`src/fcs5_pkg.sv`:
```
/*
  Package for the fifth configuration/status byte of a serial flash.
  Holds field positions, reset values, command codes and carrier structs.
  Assumes the command decoder hands over whole bytes, MSB-first assembled.
*/
package fcs5_pkg;

  // ----------------------------------------------------------------
  // Field positions
  // ----------------------------------------------------------------
  localparam int LOCK_BIT = 7;
  localparam int DUMMY_HI = 6;
  localparam int DUMMY_LO = 4;
  localparam int ERASE_PAUSED_BIT = 3;
  localparam int PROG_PAUSED_BIT = 2;
  localparam int ABORT_EN_BIT = 1;
  localparam int ALIGN_EN_BIT = 0;

  // ----------------------------------------------------------------
  // Reset values
  // ----------------------------------------------------------------
  localparam logic [7:0] BYTE5_RESET = 8'h00;
  localparam logic [2:0] DUMMY_CODE_RESET = 3'h0;
  localparam logic [2:0] DUMMY_CODE_MAX = 3'h4;
  // Two of the dummy clocks carry the mode byte
  localparam logic [3:0] MODE_BYTE_CLOCKS = 4'h2;

  // ----------------------------------------------------------------
  // Command and verification codes
  // ----------------------------------------------------------------
  localparam logic [7:0] CMD_STATUS_LOCK = 8'h6F;
  localparam logic [7:0] LOCK_KEY_FIRST = 8'h4D;
  localparam logic [7:0] LOCK_KEY_SECOND = 8'h67;
  localparam logic [7:0] CMD_QUAD_CONT_READ = 8'hEB;
  localparam logic [7:0] CMD_QUAD_ALIGNED_READ = 8'hE7;

  typedef enum logic [1:0] {
    LOCK_IDLE,
    LOCK_GOT_CMD,
    LOCK_GOT_KEY1
  } fcs5_lock_state_t;

  // Byte stream from the command decoder
  typedef struct packed {
    logic frame_start;
    logic byte_valid;
    logic [7:0] byte_data;
  } fcs5_byte_in_t;

  // Read-command context from the command decoder
  typedef struct packed {
    logic [7:0] opcode;
    logic [23:0] address;
  } fcs5_read_ctx_t;

  // Settings exported to the read engine
  typedef struct packed {
    logic quad_read_cmd;
    logic [3:0] dummy_clocks;
    logic [23:0] eff_address;
  } fcs5_read_cfg_t;

endpackage : fcs5_pkg

```
`src/fcs5_config_byte.sv`:
```
/*
  Fifth configuration/status byte of a serial flash: lock flag, dummy
  clock count, suspend flags, abort enable and aligned-address enable.
  Also derives the dummy-clock count and effective address that the
  read engine uses for the two quad continuous-read commands, and gates
  the terminate request with the abort enable.
  Assumes a command decoder that delivers bytes already assembled
  MSB first, a single-cycle strobe for each write of this byte and for
  each decoded terminate command, and suspend levels held by the
  erase and program engines for as long as they stay suspended.
  The read opcode and address must stand one cycle before the read
  engine takes read_cfg, which lags them by one clock.
*/
`timescale 1ns/1ps
module fcs5_config_byte (
  input wire logic core_clk,
  input wire logic reset_n,
  input wire fcs5_pkg::fcs5_byte_in_t byte_in,
  input wire logic byte5_write,
  input wire logic [7:0] byte5_wdata,
  input wire logic erase_suspended,
  input wire logic program_suspended,
  input wire logic terminate_req,
  input wire fcs5_pkg::fcs5_read_ctx_t read_ctx,
  output logic [7:0] config_status_byte5,
  output logic status_write_locked,
  output logic terminate_go,
  output fcs5_pkg::fcs5_read_cfg_t read_cfg
);

  // ------------------------------------------------------------
  // Lock sequence detector
  // ------------------------------------------------------------
  logic lock_accept;

  // Watches every byte, whatever command the decoder takes it for
  fcs5_lock_seq u_lock_seq (
    .core_clk(core_clk),
    .reset_n(reset_n),
    .byte_in(byte_in),
    .lock_accept(lock_accept)
  );

  // ------------------------------------------------------------
  // Lock flag
  // ------------------------------------------------------------
  // Only a reset clears the flag; no write path reaches it, so a
  // locked part stays locked however the host misbehaves
  logic status_lock_flag_reg;
  logic status_lock_flag_next;

  always_comb begin
    status_lock_flag_next = status_lock_flag_reg | lock_accept;
  end

  always_ff @(posedge core_clk or negedge reset_n) begin
    if (!reset_n) begin
      status_lock_flag_reg <= fcs5_pkg::BYTE5_RESET[fcs5_pkg::LOCK_BIT];
    end else begin
      status_lock_flag_reg <= status_lock_flag_next;
    end
  end

  // ------------------------------------------------------------
  // Write data fields
  // ------------------------------------------------------------
  // Names for the fields of an incoming write
  logic write_ok;
  logic [2:0] wdata_dummy_code;
  logic wdata_abort_en;
  logic wdata_align_en;
  logic dummy_code_defined;

  always_comb begin
    // A locked device refuses every configuration write
    write_ok = byte5_write && !status_lock_flag_reg;
    wdata_dummy_code = byte5_wdata[fcs5_pkg::DUMMY_HI:fcs5_pkg::DUMMY_LO];
    wdata_abort_en = byte5_wdata[fcs5_pkg::ABORT_EN_BIT];
    wdata_align_en = byte5_wdata[fcs5_pkg::ALIGN_EN_BIT];
    // Reserved codes are refused so the count never leaves the table
    dummy_code_defined = (wdata_dummy_code <= fcs5_pkg::DUMMY_CODE_MAX);
  end

  // ------------------------------------------------------------
  // Writable fields
  // ------------------------------------------------------------
  // Bits 7, 3 and 2 are read-only, so their write data is dropped
  logic [2:0] dummy_cycle_count_reg;
  logic [2:0] dummy_cycle_count_next;
  logic abort_cmd_enable_reg;
  logic abort_cmd_enable_next;
  logic word4_align_enable_reg;
  logic word4_align_enable_next;

  always_comb begin
    dummy_cycle_count_next = dummy_cycle_count_reg;
    abort_cmd_enable_next = abort_cmd_enable_reg;
    word4_align_enable_next = word4_align_enable_reg;
    if (write_ok) begin
      if (dummy_code_defined) begin
        dummy_cycle_count_next = wdata_dummy_code;
      end
      abort_cmd_enable_next = wdata_abort_en;
      word4_align_enable_next = wdata_align_en;
    end
  end

  always_ff @(posedge core_clk or negedge reset_n) begin
    if (!reset_n) begin
      dummy_cycle_count_reg <= fcs5_pkg::DUMMY_CODE_RESET;
      abort_cmd_enable_reg <= fcs5_pkg::BYTE5_RESET[fcs5_pkg::ABORT_EN_BIT];
      word4_align_enable_reg <= fcs5_pkg::BYTE5_RESET[fcs5_pkg::ALIGN_EN_BIT];
    end else begin
      dummy_cycle_count_reg <= dummy_cycle_count_next;
      abort_cmd_enable_reg <= abort_cmd_enable_next;
      word4_align_enable_reg <= word4_align_enable_next;
    end
  end

  // ------------------------------------------------------------
  // Suspend flags
  // ------------------------------------------------------------
  // Mirrors of the engines' levels: a resume clears them again
  logic erase_paused_flag_reg;
  logic erase_paused_flag_next;
  logic program_paused_flag_reg;
  logic program_paused_flag_next;

  always_comb begin
    erase_paused_flag_next = erase_suspended;
    program_paused_flag_next = program_suspended;
  end

  always_ff @(posedge core_clk or negedge reset_n) begin
    if (!reset_n) begin
      erase_paused_flag_reg <= fcs5_pkg::BYTE5_RESET[fcs5_pkg::ERASE_PAUSED_BIT];
      program_paused_flag_reg <= fcs5_pkg::BYTE5_RESET[fcs5_pkg::PROG_PAUSED_BIT];
    end else begin
      erase_paused_flag_reg <= erase_paused_flag_next;
      program_paused_flag_reg <= program_paused_flag_next;
    end
  end

  // ------------------------------------------------------------
  // Terminate gate
  // ------------------------------------------------------------
  logic terminate_go_next;

  always_comb begin
    // A disabled terminate vanishes here, so the running operation
    // never learns of it
    terminate_go_next = terminate_req && abort_cmd_enable_reg;
  end

  always_ff @(posedge core_clk or negedge reset_n) begin
    if (!reset_n) begin
      terminate_go <= 1'b0;
    end else begin
      terminate_go <= terminate_go_next;
    end
  end

  // ------------------------------------------------------------
  // Read settings
  // ------------------------------------------------------------
  // Settings lag read_ctx by one clock; the read engine allows for it
  logic quad_read;
  logic aligned_read;
  logic [3:0] dummy_clocks_calc;
  fcs5_pkg::fcs5_read_cfg_t read_cfg_next;

  always_comb begin
    quad_read = (read_ctx.opcode == fcs5_pkg::CMD_QUAD_CONT_READ) ||
                (read_ctx.opcode == fcs5_pkg::CMD_QUAD_ALIGNED_READ);
    aligned_read = (read_ctx.opcode == fcs5_pkg::CMD_QUAD_ALIGNED_READ);
    // Code n gives 2n+2 clocks, the mode byte's two clocks included
    dummy_clocks_calc = {dummy_cycle_count_reg, 1'b0} + fcs5_pkg::MODE_BYTE_CLOCKS;
    read_cfg_next.quad_read_cmd = quad_read;
    // Reads other than the two quad ones take no dummy clocks from here
    read_cfg_next.dummy_clocks = quad_read ? dummy_clocks_calc : 4'h0;
    read_cfg_next.eff_address = read_ctx.address;
    // Only the aligned read drops the two low address bits
    if (aligned_read && word4_align_enable_reg) begin
      read_cfg_next.eff_address[1:0] = 2'h0;
    end
  end

  always_ff @(posedge core_clk or negedge reset_n) begin
    if (!reset_n) begin
      read_cfg <= '0;
    end else begin
      read_cfg <= read_cfg_next;
    end
  end

  // ------------------------------------------------------------
  // Read-back image
  // ------------------------------------------------------------
  // The decoder shifts this image out MSB first
  always_comb begin
    config_status_byte5 = {status_lock_flag_reg, dummy_cycle_count_reg, erase_paused_flag_reg,
                           program_paused_flag_reg, abort_cmd_enable_reg, word4_align_enable_reg};
    status_write_locked = status_lock_flag_reg;
  end

endmodule : fcs5_config_byte

```
`src/fcs5_lock_seq.sv`:
```
/*
  Detector for the status-lock sequence; the lock it sets holds until reset.
  Assumes frame_start pulses at the start of each chip-select frame and
  byte_valid pulses once per received byte.
*/
`timescale 1ns/1ps
module fcs5_lock_seq (
  input wire logic core_clk,
  input wire logic reset_n,
  input wire fcs5_pkg::fcs5_byte_in_t byte_in,
  output logic lock_accept
);

  fcs5_pkg::fcs5_lock_state_t state_reg;
  fcs5_pkg::fcs5_lock_state_t state_next;
  logic lock_accept_next;

  always_comb begin
    state_next = state_reg;
    lock_accept_next = 1'b0;
    if (byte_in.frame_start) begin
      // A new frame always restarts the search, whatever the old one left
      state_next = (byte_in.byte_valid && byte_in.byte_data == fcs5_pkg::CMD_STATUS_LOCK) ?
                   fcs5_pkg::LOCK_GOT_CMD : fcs5_pkg::LOCK_IDLE;
    end else if (byte_in.byte_valid) begin
      // Bytes must follow each other directly, any other byte aborts
      case (state_reg)
        fcs5_pkg::LOCK_IDLE: begin
          state_next = fcs5_pkg::LOCK_IDLE;
        end
        fcs5_pkg::LOCK_GOT_CMD: begin
          state_next = (byte_in.byte_data == fcs5_pkg::LOCK_KEY_FIRST) ?
                       fcs5_pkg::LOCK_GOT_KEY1 : fcs5_pkg::LOCK_IDLE;
        end
        fcs5_pkg::LOCK_GOT_KEY1: begin
          lock_accept_next = (byte_in.byte_data == fcs5_pkg::LOCK_KEY_SECOND);
          state_next = fcs5_pkg::LOCK_IDLE;
        end
        default: begin
          state_next = fcs5_pkg::LOCK_IDLE;
        end
      endcase
    end
  end

  always_ff @(posedge core_clk or negedge reset_n) begin
    if (!reset_n) begin
      state_reg <= fcs5_pkg::LOCK_IDLE;
      lock_accept <= 1'b0;
    end else begin
      state_reg <= state_next;
      lock_accept <= lock_accept_next;
    end
  end

endmodule : fcs5_lock_seq

```
`config.mk`:
```
export PLATFORM = sky130hd
export DESIGN_NAME = fcs5_config_byte
export DESIGN_NICKNAME = d
export VERILOG_FILES = /design/src/fcs5_pkg.sv /design/src/fcs5_config_byte.sv /design/src/fcs5_lock_seq.sv
export SDC_FILE = /design/constraint.sdc
export NUM_CORES = 1
export LEC_CHECK = 0
export BUFFER_PORTS_ARGS = -buffer_cell sky130_fd_sc_hd__buf_2
export CAP_MARGIN = 20
export CORE_MARGIN = 2
export CORE_UTILIZATION = 42
export CTS_CLUSTER_SIZE = 20
export DETAILED_ROUTE_END_ITERATION = 10
export GPL_TIMING_DRIVEN = 0
export PLACE_DENSITY = 0.82
export SYNTH_ARGS = -nofsm -noshare
export SYNTH_HDL_FRONTEND = slang
export SYNTH_SLANG_ARGS = --single-unit
```
`constraint.sdc`:
```
create_clock -name core_clk -period 2.4 [get_ports core_clk]
set_input_delay 0.24 -clock core_clk [delete_from_list [all_inputs] [get_ports core_clk]]
set_output_delay 0.24 -clock core_clk [all_outputs]
set_load 0.02 [all_outputs]
```
==> reports/results.tsv <==
stage	metric	value	unit
floorplanning	row count	20	
synthesis	Post-Synthesis Cells	90	
final_layout	share of post-route cells with drive strength above 1	50.9	%
floorplanning	die width	59.9	µm
synthesis	syn nets	147	
worst_setup_path	Critical Path AT	1070	ps
grt	largest net degree at the start of global routing	41	
grt	first-pass GRT wire length	4.62	mm
synthesis	Post-Synth XOR/XNOR Area	1.34	%
status	failing checks	negative hold slack	
worst_setup_path	Crit path largest cell delay	440	ps
sta	Max Clk Rate	766	MHz
synthesis	Synth Area in Compound Gates	2.86	%
final_layout	Layout Nets	268	
grt	vias in the first global route	1129	
flow_run	total of max-cap violations	0	
cts	Post-CTS Setup Bufs	0	
routing	met3 wire len	388	µm
synthesis	main combinational cell family by area after synthesis	simple AND/OR/NAND/NOR gates	
pwr	leak pwr	1.13	nW
pwr	power per cell area	643	mW/mm²
synthesis	share of the synthesized area in the top cell type	76.3	%
cts	clock buffer depth	2	
routing	DR vias/cell	4.64	
placement	Placed Cells	213	
placement	final RePlAce weighted congestion	0.631	
routing	vias	1138	
final_layout	P&R area growth vs syn	61.9	%
floorplanning	I/O pin count	95	
synthesis	Syn. warnings	0	
sta	Period minus WS final	1310	ps
final_layout	filler cell count	211	
sta	Hold Fails Final Rpt	7	
worst_setup_path	Setup crit end kind	output port	
worst_setup_path	crit-path max FO	5	
routing	drt pass-1 iters	5	
min_path	min-delay worst type	in2async	
placement	placed instance area	0.00180	mm²
sta	Clock Skews	4.59	ps
routing	WL final	3.52	mm
routing	Residual DRC	0	
synthesis	Synth top cells by count	dfrtp_1, nor2_1, buf_4, nand2_1	
sta	setup TNS	0	ps
grt	Global Route Usage Sum	17.9	%
sta	final hold slack	-2.25	ps
routing	uppermost routed layer	met4	
synthesis	mux cell area share after synthesis	1.72	%
synthesis	ys async rst share	100	%
cts	CTS Sinks	40	
grt	grt total ovfl	0	
routing	Met1 Wirelength	1.23	mm
sta	final setup vio count	0	
placement	port bufs	90	
pwr	Peak VDD IR	0.288	mV
synthesis	post-synth cell types	26	
worst_setup_path	Crit-path slowest cell	dfrtp_1	
routing	antenna viol nets, final	0	
floorplanning	area of the core	0.00300	mm²
synthesis	cell area after synthesis	0.00131	mm²
sta	max-slew violations	0	
sta	Worst Max-Slew Pin Slew	853	ps
worst_setup_path	Top delay family on crit path	flip-flops	
routing	routed length on met2	1.87	mm
routing	DR WL/cell	14.4	µm
synthesis	simple-gate share of the synthesized area	12.5	%
cts	CTS Root Buffer Type	clkbuf_4	
synthesis	Post-synth EDFFs	0	
cts	TritonCTS clock tree	built	
synthesis	syn avg cell area	14.6	µm²
cts	H-tree levels	2	
synthesis	Synth area leader	dfrtp_1	
cts	cts bufs inserted	5	
synthesis	ys flop type	dfrtp_1	
final_layout	max FFs per register	28	
sta	Slew headroom	43.1	%
final_layout	final core utilization	70.7	%
final_layout	n_diodes	0	
sta	RSZ-0062 raised after global routing	no	
placement	Final HPWL DP	2.18	mm
synthesis	sequential fraction of the synthesis area	76.3	%
worst_setup_path	Req. time, crit path	2160	ps
floorplanning	Die H	59.9	µm
sta	final worst-path cycle share	54.4	%
cts	Worst-Skew Late Latency	330	ps
routing	DRT iter0 DRCs	28	
synthesis	top post-synthesis cells by area	dfrtp_1, buf_4, nor2_1	
status	status	finished, violations left	
worst_setup_path	Worst setup SP type	register	
worst_setup_path	Setup Crit Path Kind	reg2out	
final_layout	final non-filler cell area	0.00212	mm²
synthesis	Synth Register Bits	40	
synthesis	most common cell in the netlist	dfrtp_1	
floorplanning	starting density of the core	43.7	%
cts	Worst-path clk slew	120	ps
worst_setup_path	CP bufs+invs	2	
grt	initial antenna violation count	0	
floorplanning	die area	0.00359	mm²
final_layout	Layout Cells excl Fill	245	
worst_setup_path	Cell Chain, Critical Path	buf_4, buf_2	
synthesis	Post-Synth Adder-Cell Area	0.954	%
layout make-up:
class / instances / area [µm²] / share of cell area, %
Clock inverter: 3 / 42.5 / 2.00
Tap cell: 33 / 41.3 / 1.94
Buffer: 6 / 45.0 / 2.12
Timing Repair Buffer: 114 / 691 / 32.5
Multi-Input combinational cell: 42 / 258 / 12.1
Sequential cell: 40 / 1000 / 47.1
Inverter: 2 / 7.51 / 0.354
Clock buffer: 5 / 37.5 / 1.77
layout by cell type (no fill, tap or decap), types with 2 or more instances in the layout:
cell            n
a21oi_1         3
and2_1          2
buf_2          90
buf_4           6
clkbuf_4        5
dfrtp_1        40
dlygate4sd3_1  24
inv_1           2
mux2_2          2
nand2_1         5
nor2_1          8
nor2b_1         3
nor3b_1         2
xnor2_1         2
per-stage QoR:
stage / worst slack, ps / power (W)
floorplan: 1180 / 0.000815
finish: 1090 / 0.00136
global route: 1010 / 0.00143
detailed placement: 1140 / 0.000913
global placement: 1190 / 0.000906
CTS: 1070 / 0.00136
cell families after synthesis:
| logic type | count (synthesis) |
|---|---|
| adders and majority gates | 1 |
| xor gates and xnor gates | 2 |
| other | 1 |
| and+or+nand+nor | 30 |
| DFF | 40 |
| buffers and inverters | 8 |
| AOI/OAI and AO/OA | 6 |
| muxes | 2 |
worst paths after layout:
check / cells past startpoint / to / from / slack [ps]
hold reg to reg: 1 / status_write_locked$_DFF_PN0_ / u_lock_seq.lock_accept$_DFF_PN0_ / 440
hold / removal: 1 / program_paused_flag_reg$_DFF_PN0_ / reset_n / -2
setup reg to reg: 2 / word4_align_enable_reg$_DFFE_PN0P_ / status_write_locked$_DFF_PN0_ / 1140
min in group core_clk: 2 / read_cfg[0]$_DFF_PN0_ / read_ctx[0] / 120
max in group asynchronous: 1 / u_lock_seq.lock_accept$_DFF_PN0_ / reset_n / 1860
setup / recovery: 2 / config_status_byte5[7] / status_write_locked$_DFF_PN0_ / 1090
metal layers:
layer | vias to the layer above | GRT usage (%)
met5 | - | 0
met4 | 0 | 6.03
met3 | 6 | 7.79
met2 | 68 | 33.2
met1 | 532 | 17.5
li1 | 532 | -
power by group:
part / internal [W] / total (W) / leakage (nW) / switching (W)
clock: 0.000217 / 0.000431 / 0.0412 / 0.000213
combinational: 0.000102 / 0.000211 / 0.605 / 0.000109
sequential: 0.000707 / 0.000722 / 0.487 / 0.0000157
repair_timing:
item / CTS / global route
endpoints found under the hold margin: 19 / 5
endpoints found under the setup margin: 0 / 0
gates resized for setup: 0 / 0
hold buffers: 19 / 5
No activity file was read; power rests on OpenSTA's default activity.
